--- config.mk ---
export PLATFORM = sky130hd
export DESIGN_NAME = rpmc_top
export DESIGN_NICKNAME = d
export VERILOG_FILES = /design/src/hw/rpmc_pkg.sv /design/src/hw/rpmc_rst_seq.sv /design/src/hw/rpmc_top.sv
export SDC_FILE = /design/constraint.sdc
export NUM_CORES = 1
export LEC_CHECK = 0
export BUFFER_PORTS_ARGS = -buffer_cell sky130_fd_sc_hd__buf_2
export CORE_MARGIN = 1.5
export CORE_UTILIZATION = 44
export CTS_CLUSTER_DIAMETER = 200
export CTS_CLUSTER_SIZE = 40
export DETAILED_ROUTE_END_ITERATION = 8
export GPL_TIMING_DRIVEN = 0
export PLACE_DENSITY = 0.85
export SYNTH_ARGS = -nofsm -noshare
export SYNTH_HDL_FRONTEND = slang
export SYNTH_SLANG_ARGS = --single-unit
--- constraint.sdc ---
create_clock -name aclk -period 1.9 [get_ports aclk]
set_clock_uncertainty 0.15 [all_clocks]
set_input_delay 0.285 -clock aclk [delete_from_list [all_inputs] [get_ports aclk]]
set_output_delay 0.285 -clock aclk [all_outputs]
set_load 0.01 [all_outputs]
--- src/hw/rpmc_pkg.sv ---
// rpmc_pkg: constants and types for the reset and power mode controller
// assumes a 100 MHz aclk and an AXI4-Lite register port with 32-bit data
package rpmc_pkg;

	localparam int          CLK_MHZ           = 100;
	localparam int          PORT_COUNT        = 4;
	// power_up_release_delay in microseconds; rounded down to cycles
	localparam int          POR_DELAY_US      = 300;
	localparam int          POR_DELAY_CYC     = POR_DELAY_US * CLK_MHZ;
	localparam int          WDT_DIV           = 12;

	// register byte addresses (printed offsets are not all multiples of 4)
	localparam logic [11:0] PMC_IDX           = 12'h087;
	localparam logic [11:0] SMC_IDX           = 12'h0FF;
	localparam logic [11:0] RCR_IDX           = 12'h100;
	localparam logic [11:0] STAT_IDX          = 12'h101;
	localparam logic [13:0] PMC_ADDR          = {PMC_IDX, 2'b00};
	localparam logic [13:0] SMC_ADDR          = {SMC_IDX, 2'b00};
	localparam logic [13:0] RCR_ADDR          = {RCR_IDX, 2'b00};
	localparam logic [13:0] STAT_ADDR         = {STAT_IDX, 2'b00};

	localparam int          PMC_IDLE_BIT      = 0;
	localparam int          PMC_STOP_BIT      = 1;
	localparam int          SMC_EN_BIT        = 7;
	localparam int          SMC_STAT_BIT      = 6;
	localparam int          RCR_POR_BIT       = 1;
	localparam int          RCR_SW_BIT        = 4;
	localparam logic [7:0]  PMC_RESET         = 8'h00;
	localparam logic [7:0]  PORT_RESET        = 8'hFF;
	localparam logic [15:0] PC_RESET          = 16'h0000;
	localparam logic [1:0]  AXI_OKAY          = 2'b00;
	localparam logic [1:0]  AXI_SLVERR        = 2'b10;

	typedef enum logic [1:0] {
		RPMC_RUN,
		RPMC_IDLE,
		RPMC_STOP
	} rpmc_mode_e;

	typedef enum {
		RPMC_R_POWER,
		RPMC_R_DELAY,
		RPMC_R_HOLD,
		RPMC_R_DONE
	} rpmc_rst_e;

	// effects of the internal reset on the rest of the core
	typedef struct packed {
		logic        cpu_halt;
		logic        sfr_init;
		logic        irq_tmr_off;
		logic        port_weak_pu;
		logic [15:0] pc_load;
		logic        osc_internal;
		logic        wdt_enable;
	} rpmc_core_s;

	// power mode request outputs
	typedef struct packed {
		logic cpu_clk_gate;
		logic osc_stop;
		logic periph_clk_on;
	} rpmc_pwr_s;

endpackage

--- src/hw/rpmc_rst_seq.sv ---
// rpmc_rst_seq: combines reset sources into one synchronous internal reset
// assumes supply and reset inputs are already synchronous to aclk
`timescale 1ns/1ps
`default_nettype none
module rpmc_rst_seq #(
	parameter int POR_CYC = rpmc_pkg::POR_DELAY_CYC
) (
	input  wire logic aclk,
	input  wire logic power_good,
	input  wire logic monitor_trip,
	input  wire logic other_rst,
	output logic      rst_ff,
	output logic      pin_drive_ff,
	output logic      por_exit,
	output logic      other_exit
);
	import rpmc_pkg::*;

	rpmc_rst_e                 state_ff;
	rpmc_rst_e                 nxt_state;
	logic [$clog2(POR_CYC+1)-1:0] cnt_ff;
	logic                      other_seen_ff;

	always_comb begin
		nxt_state = state_ff;
		case (state_ff)
			RPMC_R_POWER: if (power_good) nxt_state = RPMC_R_DELAY;
			RPMC_R_DELAY: begin
				// a source still up when the delay ends keeps reset held,
				// so no one-cycle release slips out between the two
				if (!power_good)
					nxt_state = RPMC_R_POWER;
				else if (cnt_ff == '0 && (monitor_trip || other_rst))
					nxt_state = RPMC_R_HOLD;
				else if (cnt_ff == '0)
					nxt_state = RPMC_R_DONE;
			end
			RPMC_R_HOLD: begin
				// no power-up delay after a monitor trip
				if (!monitor_trip && !other_rst)
					nxt_state = RPMC_R_DONE;
			end
			RPMC_R_DONE: begin
				if (!power_good)
					nxt_state = RPMC_R_POWER;
				else if (monitor_trip || other_rst)
					nxt_state = RPMC_R_HOLD;
			end
			default: nxt_state = RPMC_R_POWER;
		endcase
		if (!power_good) nxt_state = RPMC_R_POWER;
	end

	// power_good deasserted acts as the power-on source of the chain
	always_ff @(posedge aclk) begin
		if (!power_good)
			state_ff <= RPMC_R_POWER;
		else
			state_ff <= nxt_state;
	end

	always_ff @(posedge aclk) begin
		if (state_ff != RPMC_R_DELAY)
			cnt_ff <= ($clog2(POR_CYC+1))'(POR_CYC - 1);
		else if (cnt_ff != '0)
			cnt_ff <= cnt_ff - 1'b1;
	end

	// remembers whether the held reset had a power or monitor cause
	always_ff @(posedge aclk) begin
		if (state_ff == RPMC_R_POWER)
			other_seen_ff <= 1'b0;
		else if (state_ff == RPMC_R_DONE && nxt_state == RPMC_R_HOLD)
			other_seen_ff <= !monitor_trip;
		else if (state_ff == RPMC_R_HOLD && monitor_trip)
			other_seen_ff <= 1'b0;
	end

	always_ff @(posedge aclk) begin
		rst_ff       <= (nxt_state != RPMC_R_DONE);
		pin_drive_ff <= (nxt_state == RPMC_R_POWER)
			|| (nxt_state == RPMC_R_DELAY)
			|| (nxt_state == RPMC_R_HOLD && monitor_trip);
	end

	assign por_exit   = (state_ff != RPMC_R_DONE) && (nxt_state == RPMC_R_DONE)
		&& (state_ff != RPMC_R_HOLD || !other_seen_ff);
	assign other_exit = (state_ff == RPMC_R_HOLD) && (nxt_state == RPMC_R_DONE)
		&& other_seen_ff;
endmodule
`default_nettype wire

--- src/hw/rpmc_top.sv ---
// rpmc_top: power mode register, reset cause and supply monitor control
// assumes an AXI4-Lite master; supply and reset inputs synchronous to aclk
//
// The AXI4-Lite register port is this design's own decision.
`timescale 1ns/1ps
`default_nettype none
// How it works
// - stop request write halts cpu and stops the internal oscillator.
// - idle request write gates cpu clock only; peripheral clocks keep running.
// - stop and idle bits always read back as zero.
// - upper six bits are plain software scratch flags.
// - reset halts cpu, inits registers, fixes ports, disables irqs and timers.
// - reset never clears data memory; only registers (sfr_init) and pc are reinitialised.
// - port latches forced to all ones, open drain, weak pull-ups on.
// - power-on and monitor resets drive the reset pin low while held.
// - on exit pc clears, watchdog on at clock/12; internal oscillator forced only while reset holds.
// - power-up waits for supply good, then the power-up release delay.
// - power-on or monitor reset exit sets the power-on cause flag.
// - every other reset clears the power-on cause flag.
// - monitor enabled after power-on; kept across all other resets.
// - supply below threshold enters reset; supply restored releases it.
// - monitor reset release adds no power-up delay.
// - enabled interrupt ends idle, clears idle bit, resumes execution.
// - stop ends only by reset, then runs the normal sequence.
// - enable bit turns monitor on or off; resets need source selected.
module rpmc_top #(
	parameter int POR_CYC = rpmc_pkg::POR_DELAY_CYC
) (
	input  wire logic          aclk,
	input  wire logic          aresetn,
	input  wire logic [13:0]   s_axi_awaddr,
	input  wire logic          s_axi_awvalid,
	output logic               s_axi_awready,
	input  wire logic [31:0]   s_axi_wdata,
	input  wire logic [3:0]    s_axi_wstrb,
	input  wire logic          s_axi_wvalid,
	output logic               s_axi_wready,
	output logic [1:0]         s_axi_bresp,
	output logic               s_axi_bvalid,
	input  wire logic          s_axi_bready,
	input  wire logic [13:0]   s_axi_araddr,
	input  wire logic          s_axi_arvalid,
	output logic               s_axi_arready,
	output logic [31:0]        s_axi_rdata,
	output logic [1:0]         s_axi_rresp,
	output logic               s_axi_rvalid,
	input  wire logic          s_axi_rready,
	input  wire logic          power_good,
	input  wire logic          supply_above,
	input  wire logic          other_reset_req,
	input  wire logic          instr_done,
	input  wire logic          irq_pending,
	output logic               reset_pin_low,
	output logic               sys_reset,
	output logic               supply_monitor_enable,
	output rpmc_pkg::rpmc_core_s core_ctl,
	output rpmc_pkg::rpmc_pwr_s  pwr_ctl,
	output logic [rpmc_pkg::PORT_COUNT*8-1:0] port_latch,
	output logic [rpmc_pkg::PORT_COUNT-1:0]   port_open_drain,
	output logic               wdt_tick
);
	import rpmc_pkg::*;

	logic [5:0]   flags_ff;
	logic         req_idle_ff;
	logic         req_stop_ff;
	rpmc_mode_e   mode_ff;
	logic         mon_en_ff;
	logic         por_flag_ff;
	logic         mon_src_ff;
	logic         sw_rst_ff;
	logic         rst_int;
	logic         pin_drv;
	logic         por_exit;
	logic         other_exit;
	logic         monitor_trip;
	logic         aw_ok_ff;
	logic         w_ok_ff;
	logic [13:0]  awaddr_ff;
	logic [31:0]  wdata_ff;
	logic [3:0]   wstrb_ff;
	logic         wr_fire;
	logic [3:0]   wdiv_ff;
	logic [31:0]  nxt_rdata;
	logic         nxt_rerr;
	logic         rst_all;
	logic         pmc_wr;
	logic         smc_wr;
	logic         rcr_wr;

	// register index decode; byte address bits 1:0 are don't care
	function automatic logic idx_is(input logic [13:0] addr,
		input logic [11:0] idx);
		return addr[13:2] == idx;
	endfunction

	// only byte lane 0 carries fields; a write without it is dropped
	function automatic logic lane_wr(input logic [13:0] addr,
		input logic [11:0] idx, input logic [3:0] strb);
		return idx_is(addr, idx) && strb[0];
	endfunction

	// bus reset or internal reset clears control state except monitor enable, monitor source and cause flag
	assign rst_all = !aresetn || rst_int;

	// monitor trips only when on and chosen as reset source
	assign monitor_trip = mon_en_ff && mon_src_ff && !supply_above;

	rpmc_rst_seq #(
		.POR_CYC      (POR_CYC)
	) u_seq (
		.aclk         (aclk),
		.power_good   (power_good),
		.monitor_trip (monitor_trip),
		.other_rst    (other_reset_req || sw_rst_ff || !aresetn),
		.rst_ff       (rst_int),
		.pin_drive_ff (pin_drv),
		.por_exit     (por_exit),
		.other_exit   (other_exit)
	);

	// ---- AXI4-Lite write channel
	assign s_axi_awready = !aw_ok_ff && !s_axi_bvalid;
	assign s_axi_wready  = !w_ok_ff && !s_axi_bvalid;
	assign wr_fire       = aw_ok_ff && w_ok_ff && !s_axi_bvalid;
	assign pmc_wr = wr_fire && lane_wr(awaddr_ff, PMC_IDX, wstrb_ff);
	assign smc_wr = wr_fire && lane_wr(awaddr_ff, SMC_IDX, wstrb_ff);
	assign rcr_wr = wr_fire && lane_wr(awaddr_ff, RCR_IDX, wstrb_ff);

	always_ff @(posedge aclk) begin
		if (!aresetn) begin
			aw_ok_ff  <= 1'b0;
			w_ok_ff   <= 1'b0;
			awaddr_ff <= '0;
			wdata_ff  <= '0;
			wstrb_ff  <= '0;
		end else begin
			if (s_axi_awvalid && s_axi_awready) begin
				aw_ok_ff  <= 1'b1;
				awaddr_ff <= s_axi_awaddr;
			end
			if (s_axi_wvalid && s_axi_wready) begin
				w_ok_ff  <= 1'b1;
				wdata_ff <= s_axi_wdata;
				wstrb_ff <= s_axi_wstrb;
			end
			if (wr_fire) begin
				aw_ok_ff <= 1'b0;
				w_ok_ff  <= 1'b0;
			end
		end
	end

	always_ff @(posedge aclk) begin
		if (!aresetn) begin
			s_axi_bvalid <= 1'b0;
			s_axi_bresp  <= AXI_OKAY;
		end else if (wr_fire) begin
			s_axi_bvalid <= 1'b1;
			s_axi_bresp  <= (idx_is(awaddr_ff, PMC_IDX)
				|| idx_is(awaddr_ff, SMC_IDX)
				|| idx_is(awaddr_ff, RCR_IDX)) ? AXI_OKAY : AXI_SLVERR;
		end else if (s_axi_bready) begin
			s_axi_bvalid <= 1'b0;
		end
	end

	// ---- power mode register
	always_ff @(posedge aclk) begin
		if (rst_all) begin
			flags_ff    <= PMC_RESET[7:2];
			req_idle_ff <= 1'b0;
			req_stop_ff <= 1'b0;
		end else begin
			if (pmc_wr) begin
				flags_ff    <= wdata_ff[7:2];
				req_idle_ff <= wdata_ff[PMC_IDLE_BIT];
				req_stop_ff <= wdata_ff[PMC_STOP_BIT];
			end else if (instr_done) begin
				req_idle_ff <= 1'b0;
				req_stop_ff <= 1'b0;
			end
		end
	end

	// entry waits for the writing instruction to finish
	always_ff @(posedge aclk) begin
		if (rst_all) begin
			mode_ff <= RPMC_RUN;
		end else begin
			case (mode_ff)
				RPMC_RUN: begin
					if (instr_done && req_stop_ff)
						mode_ff <= RPMC_STOP;
					else if (instr_done && req_idle_ff)
						mode_ff <= RPMC_IDLE;
				end
				RPMC_IDLE: if (irq_pending) mode_ff <= RPMC_RUN;
				RPMC_STOP: mode_ff <= RPMC_STOP;
				default:   mode_ff <= RPMC_RUN;
			endcase
		end
	end

	// ---- supply monitor and reset cause
	// enable survives every reset except loss of power
	always_ff @(posedge aclk) begin
		if (!power_good)
			mon_en_ff <= 1'b1;
		else if (!rst_int && aresetn && smc_wr)
			mon_en_ff <= wdata_ff[SMC_EN_BIT];
	end

	always_ff @(posedge aclk) begin
		if (!power_good) begin
			por_flag_ff <= 1'b1;
			mon_src_ff  <= 1'b0;
		end else if (por_exit) begin
			por_flag_ff <= 1'b1;
		end else if (other_exit) begin
			por_flag_ff <= 1'b0;
			mon_src_ff  <= 1'b0;
		end else if (!rst_int && aresetn && rcr_wr) begin
			// software can select the monitor before or after enabling it
			mon_src_ff  <= wdata_ff[RCR_POR_BIT];
		end
	end

	always_ff @(posedge aclk) begin
		if (rst_all)
			sw_rst_ff <= 1'b0;
		else
			sw_rst_ff <= rcr_wr && wdata_ff[RCR_SW_BIT];
	end

	// ---- AXI4-Lite read channel
	always_comb begin
		nxt_rdata = '0;
		nxt_rerr  = 1'b0;
		case (s_axi_araddr[13:2])
			PMC_IDX:  nxt_rdata[7:0] = {flags_ff, 2'b00};
			SMC_IDX:  begin
				nxt_rdata[SMC_EN_BIT]   = mon_en_ff;
				nxt_rdata[SMC_STAT_BIT] = supply_above;
			end
			RCR_IDX:  nxt_rdata[RCR_POR_BIT] = por_flag_ff;
			STAT_IDX: nxt_rdata[1:0] = mode_ff;
			default:  nxt_rerr = 1'b1;
		endcase
	end

	assign s_axi_arready = !s_axi_rvalid;

	always_ff @(posedge aclk) begin
		if (!aresetn) begin
			s_axi_rvalid <= 1'b0;
			s_axi_rdata  <= '0;
			s_axi_rresp  <= AXI_OKAY;
		end else if (s_axi_arvalid && s_axi_arready) begin
			s_axi_rvalid <= 1'b1;
			s_axi_rdata  <= nxt_rdata;
			s_axi_rresp  <= nxt_rerr ? AXI_SLVERR : AXI_OKAY;
		end else if (s_axi_rready) begin
			s_axi_rvalid <= 1'b0;
		end
	end

	// ---- watchdog clock enable, aclk divided by WDT_DIV
	always_ff @(posedge aclk) begin
		if (rst_all || wdiv_ff == 4'(WDT_DIV - 1))
			wdiv_ff <= '0;
		else
			wdiv_ff <= wdiv_ff + 1'b1;
	end
	assign wdt_tick = (wdiv_ff == 4'(WDT_DIV - 1)) && !rst_int;

	// ---- outputs to the rest of the core
	assign sys_reset             = rst_int;
	assign reset_pin_low         = pin_drv;
	assign supply_monitor_enable = mon_en_ff;

	always_comb begin
		core_ctl.cpu_halt     = rst_int;
		core_ctl.sfr_init     = rst_int;
		core_ctl.irq_tmr_off  = rst_int;
		core_ctl.port_weak_pu = 1'b1;
		core_ctl.pc_load      = PC_RESET;
		core_ctl.osc_internal = rst_int;
		core_ctl.wdt_enable   = !rst_int;
		pwr_ctl.cpu_clk_gate  = mode_ff != RPMC_RUN;
		pwr_ctl.osc_stop      = mode_ff == RPMC_STOP;
		pwr_ctl.periph_clk_on = mode_ff != RPMC_STOP;
	end

	// port latches stay all ones, open drain, while reset holds
	always_comb begin
		port_latch      = rst_int ? {PORT_COUNT{PORT_RESET}} : '1;
		port_open_drain = '1;
	end
endmodule
`default_nettype wire

Word-level counts from Yosys, hierarchy flattened
Index checks and enable logic that the tools add are counted.

operators by class
  add/sub/neg operators = 2
  multiply operators = 0
  div/mod/pow operators = 0
  magnitude comparators = 0
  equal/unequal tests = 25
  shifts and indexed selects = 0
  muxes and demuxes = 27
  bitwise gates (word level) = 3
  reduce and logical (&&, ||, !) cells = 68

operators by type and width
  operator                 count
  $mux W32                 5
  $eq A32 B3 Y1 const B    4
  $pmux W32 S4             1
  $eq A32 B2 Y1 const B    3
  $logic_not A32 Y1        3
  $ne A32 B3 Y1 const B    3
  $eq A12 B8 Y1 const B    4
  $eq A12 B9 Y1 const B    3
  $eq A32 B1 Y1 const B    1
  $ne A32 B2 Y1 const B    1
  $logic_and A1 B1 Y1      31
  $logic_not A15 Y1        1
  $reduce_bool A15 Y1      1
  $sub A15 B1 Y15 const B  1
  $mux W1                  12
  $reduce_bool A2 Y1       6
  $logic_not A1 Y1         10
  $logic_or A1 B1 Y1       10
  $mux W2                  5
  $pmux W2 S3              1
  $add A4 B1 Y4 const B    1
  $eq A4 B4 Y1 const B     1
  $mux W4                  1
  $ne A2 B2 Y1 const B     2
  10 further kinds         14

storage, ports and cells
  flip-flop bits (word level) = 107
  bits in latches = 0
  bits in writable memories = 0
  bits in read-only memories = 0
  input bits = 76
  output and inout port bits = 106
  word-level logic and storage cells = 149
  memories = 0

Depth between registers and ports, before layout
Gate-level depths: netlist of the first run.

  word-level depth = 12
  depth in mapped cells = 8
  gate-level depth less buffers = 7

By module
A second synthesis of the first run with hierarchy kept.

unflattened totals
  cell total of the unflattened synthesis = 508
  area total of the unflattened synthesis = 4503.1 um^2

modules (own cells, without submodules)
  module        instances  cells each  area each (um^2)  sequential area each (um^2)
  rpmc_top      1          353         2879.0            1061.0
  rpmc_rst_seq  1          155         1624.1            1001.0

Least setup slack after synthesis of the first run
OpenSTA, ideal clock, no wires.

  path kind = reg-to-reg
  from = reg u_seq.cnt_ff[0]
  to = reg u_seq.cnt_ff[13]
  setup time = 130 ps
  arrival = 1662 ps
  required time = 1620 ps
  setup slack = -42 ps
  cell stages (with the launch flop) = 9
  buffers on the path = 1
  period minus slack after synthesis = 1942 ps
  cells stage by stage = dfxtp_1 inv_1 ha_1 or3b_4 nand4b_1 buf_2 nand4_1 xor2_1 nand2_1

between the ends
  word-level cells in the longest chain between the ends = 1
  elaborated cells on any way between the ends = 2
  classes of those cells = add/sub (1); reduce/logical (1)

ends and longest elaborated chain
  element                                                 line                                    RTL
  start, declared                                         rpmc_rst_seq.sv:21                      logic [$clog2(POR_CYC+1)-1:0] cnt_ff;
  start signal, assigned                                  rpmc_rst_seq.sv:64                      cnt_ff <= ($clog2(POR_CYC+1))'(POR_CYC - 1);
  start signal, assigned                                  rpmc_rst_seq.sv:66                      cnt_ff <= cnt_ff - 1'b1;
  $sub A15 B1 Y15 or $reduce_bool A15 Y1 (tied branches)  rpmc_rst_seq.sv:66, rpmc_rst_seq.sv:65

Several ways; a longest one is shown, not always the timed one.
A chain may end at the register's enable or synchronous reset.

Worst setup path after layout of the first run
  from = reg u_seq.cnt_ff[0]
  to = reg mon_src_ff

between the ends
  word-level cells in the longest chain between the ends = 10
  elaborated cells on any way between the ends = 15
  classes of those cells = eq/ne (1); mux (5); bitwise (1); reduce/logical (8)

ends and longest elaborated chain
  element                                                            line                                    RTL
  $logic_not A15 Y1 (*)                                              rpmc_rst_seq.sv:33, rpmc_rst_seq.sv:35
  $mux W32 or $logic_and A1 B1 Y1 (tied branches)                    rpmc_rst_seq.sv:35, rpmc_rst_seq.sv:33
  $mux W32 (*)                                                       rpmc_rst_seq.sv:33                      else if (cnt_ff == '0 && (monitor_trip || other_rst))
  $pmux W32 S4 (*)                                                   rpmc_rst_seq.sv:26                      case (state_ff)
  $mux W32 (*)                                                       rpmc_rst_seq.sv:51                      if (!power_good) nxt_state = RPMC_R_POWER;
  $eq A32 B3 Y1 (*)                                                  rpmc_rst_seq.sv:86, rpmc_rst_seq.sv:88
  $logic_and A1 B1 Y1, on equally long branches                      rpmc_rst_seq.sv:88, rpmc_rst_seq.sv:86
  $logic_and A1 B1 Y1, on equally long branches                      rpmc_rst_seq.sv:89, rpmc_rst_seq.sv:87
  $reduce_bool A2 Y1 (no source line) or $not A1 Y1 (tied branches)  n/a
  $reduce_and A2 Y1 (no source line)                                 n/a
  end signal, assigned                                               rpmc_top.sv:225                         mon_src_ff <= wdata_ff[RCR_POR_BIT];
  end, declared                                                      rpmc_top.sv:70                          logic mon_src_ff;

Every way passes the cells marked *; elsewhere a longest branch is shown, timed or not.

==> qor.txt, run 1 <==
Outcome = finished, violations left
Violated checks = setup timing
Async SR Flop Fraction = 0%
Worst-Margin Slew = 773 ps
Dpl ws = -255 ps
Synth Register Bits = 103
Top cell type's share of synthesized area = 46.3%
Area of the multi-input gates = 2200 sq um
First-pass GRT wire length = 15300 microns
Net count, final = 772
Primary FF master, synth = dfxtp_1
CP max stage cell = or3b_4
Launching point of the worst reg2reg path = u_seq.cnt_ff[0]
Most frequent cell after synthesis = dfxtp_1
RePlAce Congestion = 0.891
Sw Pwr = 994 uW
# rows = 36
Seq/Total Area, Yosys = 46.3%
CORE AREA = 9770 sq um
Clock share of power = 30.8%
Mapped Area = 4450 sq um
Storage element area = 2070 sq um
Synth area leader = dfxtp_1
Post-synth top cells = dfxtp_1, buf_4, nand2_1, nor2_1, a21boi_0
CTS root buf = clkbuf_8
Die span in y = 104 microns
Hold Path Depth = 3
CTS Buf Count = 9
Final TNS setup = -1650 ps
Hold Crit Start = s_axi_awaddr[6]
Final core occ = 59.2%
Final Cell Area = 5790 sq um
DP HPWL = 7230 microns
Syn Area/Cell = 9.03 sq um
Fmax = 479 MHz
DRT Pass-1 Iters = 4
Combinational Power Share = 11.4%
Filler cells = 849
WS Path Type = flip-flop to flip-flop
Synth cell types = 58
Final setup viols = 16
Initial antenna violation count = 0
Wire per inst = 11.8 microns
N_diodes = 0
DR vias = 3773
Full die area = 10700 sq um
LEAKAGE = 2.53 nW
Detail Route Antenna Nets = 0
Clk Latency, worst-skew pair = 360 ps
EDFF count, synth = 0
Minimum clock period = 2090 ps
YS warnings = 0
Horiz. Die Dim = 104 microns
R2R Setup Slk = -190 ps
Max VDD drop = 0.000321 V
Crit path launch type = flip-flop
WL final = 9790 microns
Final hold violations = 0
CP max stage delay = 380 ps
Slew headroom = 48.0%
R2r endpoint = mon_src_ff
Fraction of layout cells with a size suffix above 1 = 31.2%
Flop pwr share = 57.8%
Num ports = 182
Hold Path Sink = awaddr_ff[6]
Max Cap Viol = 0
Grt total ovfl = 0
Max clock buf depth = 2
P&R area growth vs syn = 30.0%
Synth Instances = 493
Total track usage = 17.5%
Sw Share = 25.2%
Period utilization = 110%
Crit-path cells = inv_2, ha_4, or3b_4, nand4b_1, buf_4, o22ai_2, a311o_1, nand3_1
Setup WS post-layout = -188 ps
Vias in the first global route = 3429
CP Data Required Time = 2000 ps
Worst setup EP type = flip-flop
Largest cells by area after synthesis = dfxtp_1, buf_4, nand2_1, a21boi_0, nor2_1
Slew Viols, Final = 0
Port buffer count = 70
H-tree Lvls = 3
Clock slew seen by the registers of the worst setup and hold paths = 90 ps
P per Cell Area = 681 nW/um^2
Via density = 4.54
Crit path max fanout = 3
Iter 0 DRT Violations = 215
Pin count of the biggest net entering global routing = 17
Clk sink count = 103
RSZ-0062 raised after global routing = yes
Post-DP Area = 5390 sq um
Cell Int Power = 2.95 mW
Hold Path Class = primary input to flip-flop
Final Power = 3.94 mW
Reg2reg path depth = 8
Initial core utilization = 45.6%
TritonCTS clock tree = built
DRC = 0
Critical path data arrival time = 2190 ps
==> layout by cell type (no fill, tap or decap), types with 3 or more instances in the layout <==
cell type | synthesis | routed
a21boi_0 | 27 | 27
a21oi_1 | 9 | 9
and2_1 | 4 | 4
buf_2 | 2 | 70
buf_4 | 83 | 93
buf_6 | 0 | 4
clkbuf_1 | 10 | 10
clkbuf_8 | 0 | 10
clkinvlp_4 | 0 | 4
conb_1 | 2 | 109
dfxtp_1 | 103 | 101
inv_1 | 9 | 7
mux2i_1 | 8 | 8
nand2_1 | 83 | 81
nand2b_1 | 3 | 3
nand3_1 | 12 | 10
nand3b_1 | 6 | 6
nand4_1 | 10 | 10
nor2_1 | 31 | 31
nor2b_1 | 5 | 5
nor3_1 | 7 | 7
nor3b_1 | 5 | 5
nor4_1 | 13 | 9
nor4_2 | 1 | 4
o21ai_0 | 9 | 7
xor2_1 | 7 | 6
==> worst max path at each step <==
stage	from	end	slack (ps)	depth (start not counted)
floorplan	u_seq.cnt_ff[1]	u_seq.cnt_ff[13]	4	8
global placement	u_seq.cnt_ff[1]	u_seq.cnt_ff[13]	-150	8
detailed placement	u_seq.cnt_ff[1]	u_seq.cnt_ff[5]	-260	8
CTS	u_seq.cnt_ff[0]	mon_src_ff	-120	8
global route	u_seq.cnt_ff[0]	mon_src_ff	-290	8
finish	u_seq.cnt_ff[0]	mon_src_ff	-190	8
==> area by class of cell <==
cell class	instances	share of cell area, %
Multi-Input combinational cell	392	38.1
Sequential cell	103	35.7
Buffer	95	11.7
Timing Repair Buffer	84	8.10
Tap cell	133	2.87
Clock buffer	10	2.38
Clock inverter	5	0.605
Inverter	9	0.584
==> registers in the layout (all words and copies together), names as in the netlist, 2 cells and up <==
name and flops:
wdata_ff 8, wdiv_ff 4, u_seq.state_ff 32, mode_ff 2, s_axi_rdata 8, awaddr_ff 12, u_seq.cnt_ff 15, flags_ff 6
==> worst max-delay path, delay by kind of cell, from the launching register on <==
kind | cells | cell delay (ps)
AO/OA/AOI/OAI | 2 | 290
adder cells (fa/ha/maj) | 1 | 120
buffers and inverters | 2 | 300
flip-flops | 1 | 350
AND/OR/NAND/NOR | 3 | 740
==> through the flow <==
stage / hold WS [ps] / cells
finish: 12.6 / 831
global route: 9.08 / 831
CTS: 0.530 / 827
detailed placement: 300 / 803
global placement: 288 / 803
floorplan: 197 / 600
==> per-layer routing <==
layer | global-route usage (%) | routed length (microns) | vias to the layer above | share of wire, %
met5 | 0 | 0 | - | 0
met4 | 9.82 | 261 | 0 | 2.7
met3 | 4.59 | 664 | 25 | 6.8
met2 | 31.4 | 4940 | 164 | 50
met1 | 18.5 | 3920 | 1707 | 40
li1 | - | - | 1877 | -
==> power by group through the flow <==
stage	Sequential [mW]	Combinational (mW)	Clock (mW)
2_1_floorplan	2.32	0.326	0
3_3_place_gp	2.32	0.422	0
3_5_place_dp	2.33	0.432	0
4_1_cts	2.28	0.437	1.23
5_1_grt	2.29	0.494	1.32
6_report	2.28	0.449	1.21
==> repair_timing <==
item / in CTS / in global routing
hold buffers: 1 / 0
resized for setup: 15 / 10
buffers inserted: 8 / 5
endpoints found under the setup margin: 27 / 23
pin swaps: 13 / 9
endpoints found under the hold margin: 1 / 0
==> logic make-up (layout without fill, tap and decap cells) <==
| logic type | Yosys count | count (layout) | share of synthesized area [%] |
|---|---|---|---|
| simple gates | 204 | 204 | 24.0 |
| mux | 8 | 8 | 1.80 |
| xor+xnor | 10 | 10 | 1.97 |
| compound gates | 59 | 59 | 9.24 |
| buf+inv | 105 | 203 | 15.9 |
| fa+ha+maj | 2 | 2 | 0.562 |
| other cells | 2 | 109 | 0.169 |
| flops | 103 | 103 | 46.3 |
Power figures use the tool's default switching activity.
==> inputs of run 2 (changes only) <==
--- a/config.mk
+++ b/config.mk
@@ -15,2 +15,3 @@
 export PLACE_DENSITY = 0.85
+export REMOVE_ABC_BUFFERS = 1
 export SYNTH_ARGS = -nofsm -noshare
==> constraint.sdc (replaced) <==
create_clock -name aclk -period 1.9 [get_ports aclk]
set_clock_uncertainty 0.15 [all_clocks]
set_input_delay 0.38 -clock aclk [delete_from_list [all_inputs] [get_ports aclk]]
set_output_delay 0.38 -clock aclk [all_outputs]
set_load 0.01 [all_outputs]
==> run 2 against run 1 <==
The flow still finishes with violations (setup timing). Utilization shrank 6.8 points. Register-to-register slack is essentially flat. First-iteration DRC count shrank 36%. Die area is the same. Worst hold slack gained 78 ps. Count of clock-buffer cells in the layout shrank 1. Wire length shrank 9.1%. Sequential cell count is the same. Setup slack gained 11 ps. Critical path depth is the same. Critical endpoint is now u_seq.cnt_ff[5].
==> qor.txt, run 2 (synthesis gave the netlist of run 1 again) <==
Worst setup EP type = flip-flop
Biggest registers after layout = u_seq.state_ff x32, u_seq.cnt_ff x15, awaddr_ff x12
CP Data Required Time = 2020 ps (+20 ps)
Detail Route Antenna Nets = 0 (unchanged)
Crit path max fanout = 8 (+5)
P per Cell Area = 760 nW/um^2 (+12%)
Final hold violations = 0 (unchanged)
DP HPWL = 6240 microns (-14%)
Initial core utilization = 45.6% (unchanged)
Total track usage = 15.7% (-1.8 points)
First-pass GRT wire length = 13900 microns (-9.2%)
LEAKAGE = 2.10 nW (-17%)
DRT Pass-1 Iters = 4 (unchanged)
Minimum clock period = 2080 ps (-11.5 ps)
Final Cell Area = 5120 sq um (-12%)
Initial antenna violation count = 0 (unchanged)
Period utilization = 109% (-0.60 points)
Die span in y = 104 microns (unchanged)
Max Cap Viol = 0 (unchanged)
Num ports = 182 (unchanged)
Final setup viols = 16 (unchanged)
Slew headroom = 59.1% (+11 points)
Max reg flops = 32 (unchanged)
DRC = 0 (unchanged)
Port buffer count = 71 (+1.4%)
Final Non-Filler Cells = 735 (-12%)
P&R area growth vs syn = 15.0%
Setup WS post-layout = -176 ps (+11.5 ps)
Vias in the first global route = 3116 (-9.1%)
Max VDD drop = 0.000440 V (+37%)
Critical path data arrival time = 2190 ps (about the same)
Biggest register = u_seq.state_ff
Crit path launch type = flip-flop
# rows = 36 (unchanged)
Clk sink count = 103 (unchanged)
Post-DP Area = 4700 sq um (-13%)
Via density = 4.76 (+4.8%)
Hold Slack = 90.2 ps (+77.6 ps)
Fmax = 482 MHz (+0.55%)
Hold buffers post-CTS = 0 (-1)
Grt total ovfl = 0 (unchanged)
RePlAce Congestion = 0.832 (-6.6%)
Most frequent cells in the layout = conb_1, dfxtp_1, nand2_1, buf_2, nor2_1
CORE AREA = 9770 sq um (unchanged)
Filler cells = 865 (+1.9%)
Wire per inst = 12.1 microns (+2.8%)
Horiz. Die Dim = 104 microns (unchanged)
Fraction of layout cells with a size suffix above 1 = 22.6% (-8.6 points)
WS Path Type = flip-flop to flip-flop
CTS Buf Count = 9 (unchanged)
Full die area = 10700 sq um (unchanged)
CTS root buf = clkbuf_8
WL final = 8900 microns (-9.1%)
TritonCTS clock tree = built
Worst-Margin Slew = 609 ps (-165 ps)
Slew Viols, Final = 0 (unchanged)
Iter 0 DRT Violations = 138 (-36%)
DR vias = 3498 (-7.3%)
Outcome = finished, violations left
Violated checks = setup timing
Hold Path Class = primary input to flip-flop
Most common cell after layout, fill and taps aside = conb_1
Clk Latency, worst-skew pair = 360 ps (about the same)
RSZ-0062 raised after global routing = yes
Net count, final = 675 (-13%)
Pin count of the biggest net entering global routing = 38 (+21)
Cells after DPL = 708 (-12%)
N_diodes = 0 (unchanged)
Max clock buf depth = 2 (unchanged)
Clock slew seen by the registers of the worst setup and hold paths = 100 ps (about the same)
H-tree Lvls = 3 (unchanged)
==> run 2: cell types whose count changed in the layout (fill, tap and decap cells not counted), sizes merged <==
cell	change
dlygate4sd3	-1
clkinvlp	-2
clkbuf	-12
inv	+4
buf	-86
nor2	+1
==> run 2: per-stage QoR <==
step / setup TNS (ps) / util (%) / total power [mW] / setup WS [ps]
floorplan: -2030 / - / 2.51 / -254
global placement: -6130 / 48.1 / 2.61 / -510
detailed placement: -8810 / 48.1 / 2.63 / -602
CTS: -694 / 51.3 / 3.90 / -89.6
global route: -2930 / 52.4 / 4.05 / -238
finish: -1330 / 52.4 / 3.89 / -176
==> run 2: path summary, 6_finish.rpt <==
kind,slack [ps],from,cells after the start,end
setup / recovery,-180,u_seq.cnt_ff[1],8,u_seq.cnt_ff[5]
hold reg to reg,310,wdiv_ff[0],1,wdiv_ff[0]
setup reg to reg,-180,u_seq.cnt_ff[1],8,u_seq.cnt_ff[5]
hold / removal,90,power_good,2,supply_monitor_enable
==> run 2: layout make-up <==
type                       instances  area (sq um)  area share, %
clock buffer                       9           124           2.42
clock inverter                     7          63.8           1.25
tap                              133           166           3.25
sequential                       103          2070           40.4
timing repair buffer              81           447           8.72
multi-input combinational        393          2220           43.3
inverter                           9          33.8          0.660
==> run 2: metal layers <==
metal | GRT usage, % | share of wire (%)
met4 | 7.14 | 1.9
met5 | 0 | 0
met1 | 18.7 | 43
met2 | 27.7 | 50
met3 | 2.45 | 6.1
==> run 2: what timing repair did <==
| action | 4_1_cts | 5_1_grt |
|---|---|---|
| cloned | 0 | 1 |
| setup buffers | 8 | 2 |
| setup endpoints to repair | 28 | 26 |
| pin swaps | 5 | 13 |
| gates resized for setup | 15 | 16 |
==> run 2: worst max-delay path: stages, from the launching register on <==
cell and delay, ps:
dfxtp_2 330, inv_2 70, ha_4 130, or3b_4 390, nand4b_1 290, buf_6 220, nand3b_1 120, xor2_1 210
nand2_1 80
==> run 2: power by group <==
| part | leakage, nW | internal (mW) | switching [mW] |
|---|---|---|---|
| clock network | 0.0903 | 0.506 | 0.794 |
| registers | 0.846 | 2.24 | 0.0458 |
| logic | 1.17 | 0.102 | 0.208 |
| total | 2.10 | 2.84 | 1.05 |
==> inputs of run 3 (changes only) <==
- ABC_AREA: default -> 1
- GPL_TIMING_DRIVEN: 0 -> default
==> run 3 against run 2 <==
Sequential power barely moved. Utilization is 2.5 points higher. Cell count rose by 16%. Critical endpoint is now por_flag_ff. The flow now finishes without violations. Via count up 7.3%. Sequential cell count unchanged. Critical path depth increased by 4.
==> qor.txt, run 3 <==
CORE AREA = 9910 sq um (+1.4%)
Num ports = 182 (unchanged)
WS Path Type = flip-flop to flip-flop
Most frequent cells in the layout = conb_1, dfxtp_1, nor2_1, buf_2, nand2_1
Reg2reg path depth = 12 (+4)
Max Cap Viol = 0 (unchanged)
Clk Latency, worst-skew pair = 370 ps (about the same)
YS warnings = 0 (unchanged)
Clk sink count = 103 (unchanged)
Period utilization = 97.0% (-12 points)
WL final = 9240 microns (+3.8%)
Die span in y = 105 microns (+0.95%)
Slew headroom = 61.5% (+2.4 points)
Async SR Flop Fraction = 0% (unchanged)
Via density = 4.42 (-7.1%)
Max clock buf depth = 2 (unchanged)
Vias in the first global route = 3277 (+5.2%)
R2R Setup Slk = 60 ps (+230 ps)
Iter 0 DRT Violations = 230 (+67%)
First-pass GRT wire length = 14300 microns (+2.8%)
Sw Share = 24.9% (-2.0 points)
Initial antenna violation count = 0 (unchanged)
P&R area growth vs syn = 19.7%
Hold Path Class = primary input to flip-flop
Minimum clock period = 1840 ps (-234 ps)
Most frequent cell after synthesis = dfxtp_1
Syn Area/Cell = 7.86 sq um (-13%)
Top cell type's share of synthesized area = 45.4% (-0.89 points)
CTS Buf Count = 9 (unchanged)
Synth Register Bits = 103 (unchanged)
Pin count of the biggest net entering global routing = 25 (-34%)
DRT Pass-1 Iters = 4 (unchanged)
DP HPWL = 6720 microns (+7.7%)
Area of the multi-input gates = 2150 sq um (-3.0%)
DR vias = 3755 (+7.3%)
# rows = 36 (unchanged)
Biggest register = u_seq.state_ff
Clock slew seen by the registers of the worst setup and hold paths = 90 ps (about the same)
RSZ-0062 raised after global routing = yes
Hold Slack = 105 ps (+14.3 ps)
Primary FF master, synth = dfxtp_1
Wire per inst = 10.9 microns (-10%)
Synth Instances = 578 (+17%)
Biggest registers after layout = u_seq.state_ff x32, u_seq.cnt_ff x15, awaddr_ff x12
Critical path data arrival time = 1950 ps (-240 ps)
N_diodes = 0 (unchanged)
Slew Viols, Final = 0 (unchanged)
Worst setup EP type = flip-flop
Port buffer count = 71 (unchanged)
CP Launch Point = u_seq.state_ff[1]
Fmax = 543 MHz (+13%)
Worst-Margin Slew = 570 ps (-38.6 ps)
Fraction of layout cells with a size suffix above 1 = 24.9% (+2.3 points)
TritonCTS clock tree = built
Synth cell types = 38 (-34%)
Horiz. Die Dim = 105 microns (+0.95%)
Storage element area = 2070 sq um (+0.12%)
Cell Int Power = 3.01 mW (+5.8%)
Final setup viols = 0 (-16)
Initial core utilization = 45.8% (+0.26 points)
Max VDD drop = 0.000486 V (+10%)
CP Capture Point = por_flag_ff
LEAKAGE = 2.48 nW (+18%)
Most common cell after layout, fill and taps aside = conb_1
Final Power = 4.01 mW (+2.9%)
R2r endpoint = por_flag_ff
Clock share of power = 33.6% (+0.2 points)
Mapped Area = 4540 sq um (+2.0%)
EDFF count, synth = 0 (unchanged)
Flop pwr share = 57.3% (-1.3 points)
RePlAce Congestion = 0.896 (+7.7%)
Max reg flops = 32 (unchanged)
Filler cells = 893 (+3.2%)
Grt total ovfl = 0 (unchanged)
Seq/Total Area, Yosys = 45.4% (-0.89 points)
Sw Pwr = 997 uW (-4.8%)
Crit path max fanout = 3 (-5)
Outcome = completed
Detail Route Antenna Nets = 0 (unchanged)
Full die area = 10900 sq um (+1.9%)
Net count, final = 790 (+17%)
Launching point of the worst reg2reg path = u_seq.state_ff[1]
Synth area leader = dfxtp_1
Total track usage = 15.9% (+0.26 points)
Post-synth top cells = dfxtp_1, buf_4, nor2_1, nand2_1, inv_1
Combinational Power Share = 9.1% (+1.1 points)
Final TNS setup = 0 ps (+1330 ps)
Largest cells by area after synthesis = dfxtp_1, buf_4, nor2_1, nand2_1, inv_1
Crit path launch type = flip-flop
CTS root buf = clkbuf_8
DRC = 0 (unchanged)
CP Data Required Time = 2010 ps (about the same)
Final hold violations = 0 (unchanged)
H-tree Lvls = 3 (unchanged)
P per Cell Area = 737 nW/um^2 (-3.1%)
==> run 3: cell count changes after synthesis, moves of 5 or more <==
| cell | change |
|---|---|
| nor2_1 | +52 |
| mux2i_1 | -8 |
| o211ai_1 | +6 |
| xor2_1 | -5 |
| o21ai_0 | +28 |
| nor2b_1 | -5 |
| a21oi_1 | +25 |
| nand3_1 | +18 |
| a21boi_0 | -27 |
| nor2_2 | +8 |
| nor4_1 | -7 |
| nor3b_1 | -5 |
| nand2_1 | -14 |
| inv_1 | +46 |
==> run 3: worst max-delay path: stages (launching register included) <==
cell	delay [ps]
dfxtp_1	360
inv_1	90
nor2_1	100
nand2_1	50
nor2_1	80
nand2_1	90
nor2_4	150
inv_1	90
nor2_1	180
nor2_1	90
nand3_2	120
buf_4	120
nand3_1	70
==> run 3: cell type report <==
type                       count  area share, %
clock buffer                  10           2.53
clock inverter                 5           1.06
inverter                      60           4.14
multi-input combinational    431           39.6
sequential                   103           38.1
tap                          133           3.06
timing repair buffer         107           11.6
==> run 3: what timing repair did <==
action | in CTS | in global routing
gates resized for setup | 7 | 41
hold endpoints to repair | 0 | 0
buffers inserted | 5 | 6
endpoints found under the setup margin | 3 | 14
hold buffers | 0 | 0
pin swaps | 6 | 18
==> run 3: cells by family after synthesis <==
logic type	count (synthesis)	synth area share [%]
flip-flops	103	45.4
AO/OA/AOI/OAI	86	10.5
XOR/XNOR	4	0.772
buffers and inverters	151	19.4
other	2	0.165
AND/OR/NAND/NOR	230	23.2
adder cells (fa/ha/maj)	2	0.551
==> run 3: worst min-delay path by stage <==
stage                     start                to  cells after the start
4_1_cts              power_good       por_flag_ff                      2
6_report        s_axi_awaddr[4]      awaddr_ff[4]                      3
3_3_place_gp         wdiv_ff[0]        wdiv_ff[0]                      1
5_1_grt              power_good       por_flag_ff                      2
3_5_place_dp   u_seq.cnt_ff[14]  u_seq.cnt_ff[14]                      2
2_1_floorplan        wdiv_ff[0]        wdiv_ff[0]                      1
==> run 3: power groups by stage <==
| stage | Clock, mW | Sequential [mW] | Combinational, mW |
|---|---|---|---|
| finish | 1.35 | 2.30 | 0.366 |
| global route | 1.46 | 2.31 | 0.418 |
| CTS | 1.36 | 2.29 | 0.348 |
| detailed placement | 0 | 2.34 | 0.347 |
| global placement | 0 | 2.34 | 0.340 |
| floorplan | 0 | 2.34 | 0.221 |
==> run 3: layer usage <==
layer	wire length, microns	global-route usage, %
met3	665	5.12
met5	0	0
met4	119	3.72
met1	3750	18.6
met2	4700	28.2
==> run 3: per-stage QoR <==
| stage | cell area, sq um | worst slack (ps) | utilization (%) | instances |
|---|---|---|---|---|
| 3_3_place_gp | 5000 | 62.3 | 50.4 | 823 |
| 6_report | 5440 | 57.9 | 54.9 | 849 |
| 5_1_grt | 5440 | -63.3 | 54.9 | 849 |
| 3_5_place_dp | 5000 | -32.1 | 50.4 | 823 |
| 2_1_floorplan | 4290 | 97.7 | - | 594 |
| 4_1_cts | 5250 | 1.58 | 52.9 | 843 |
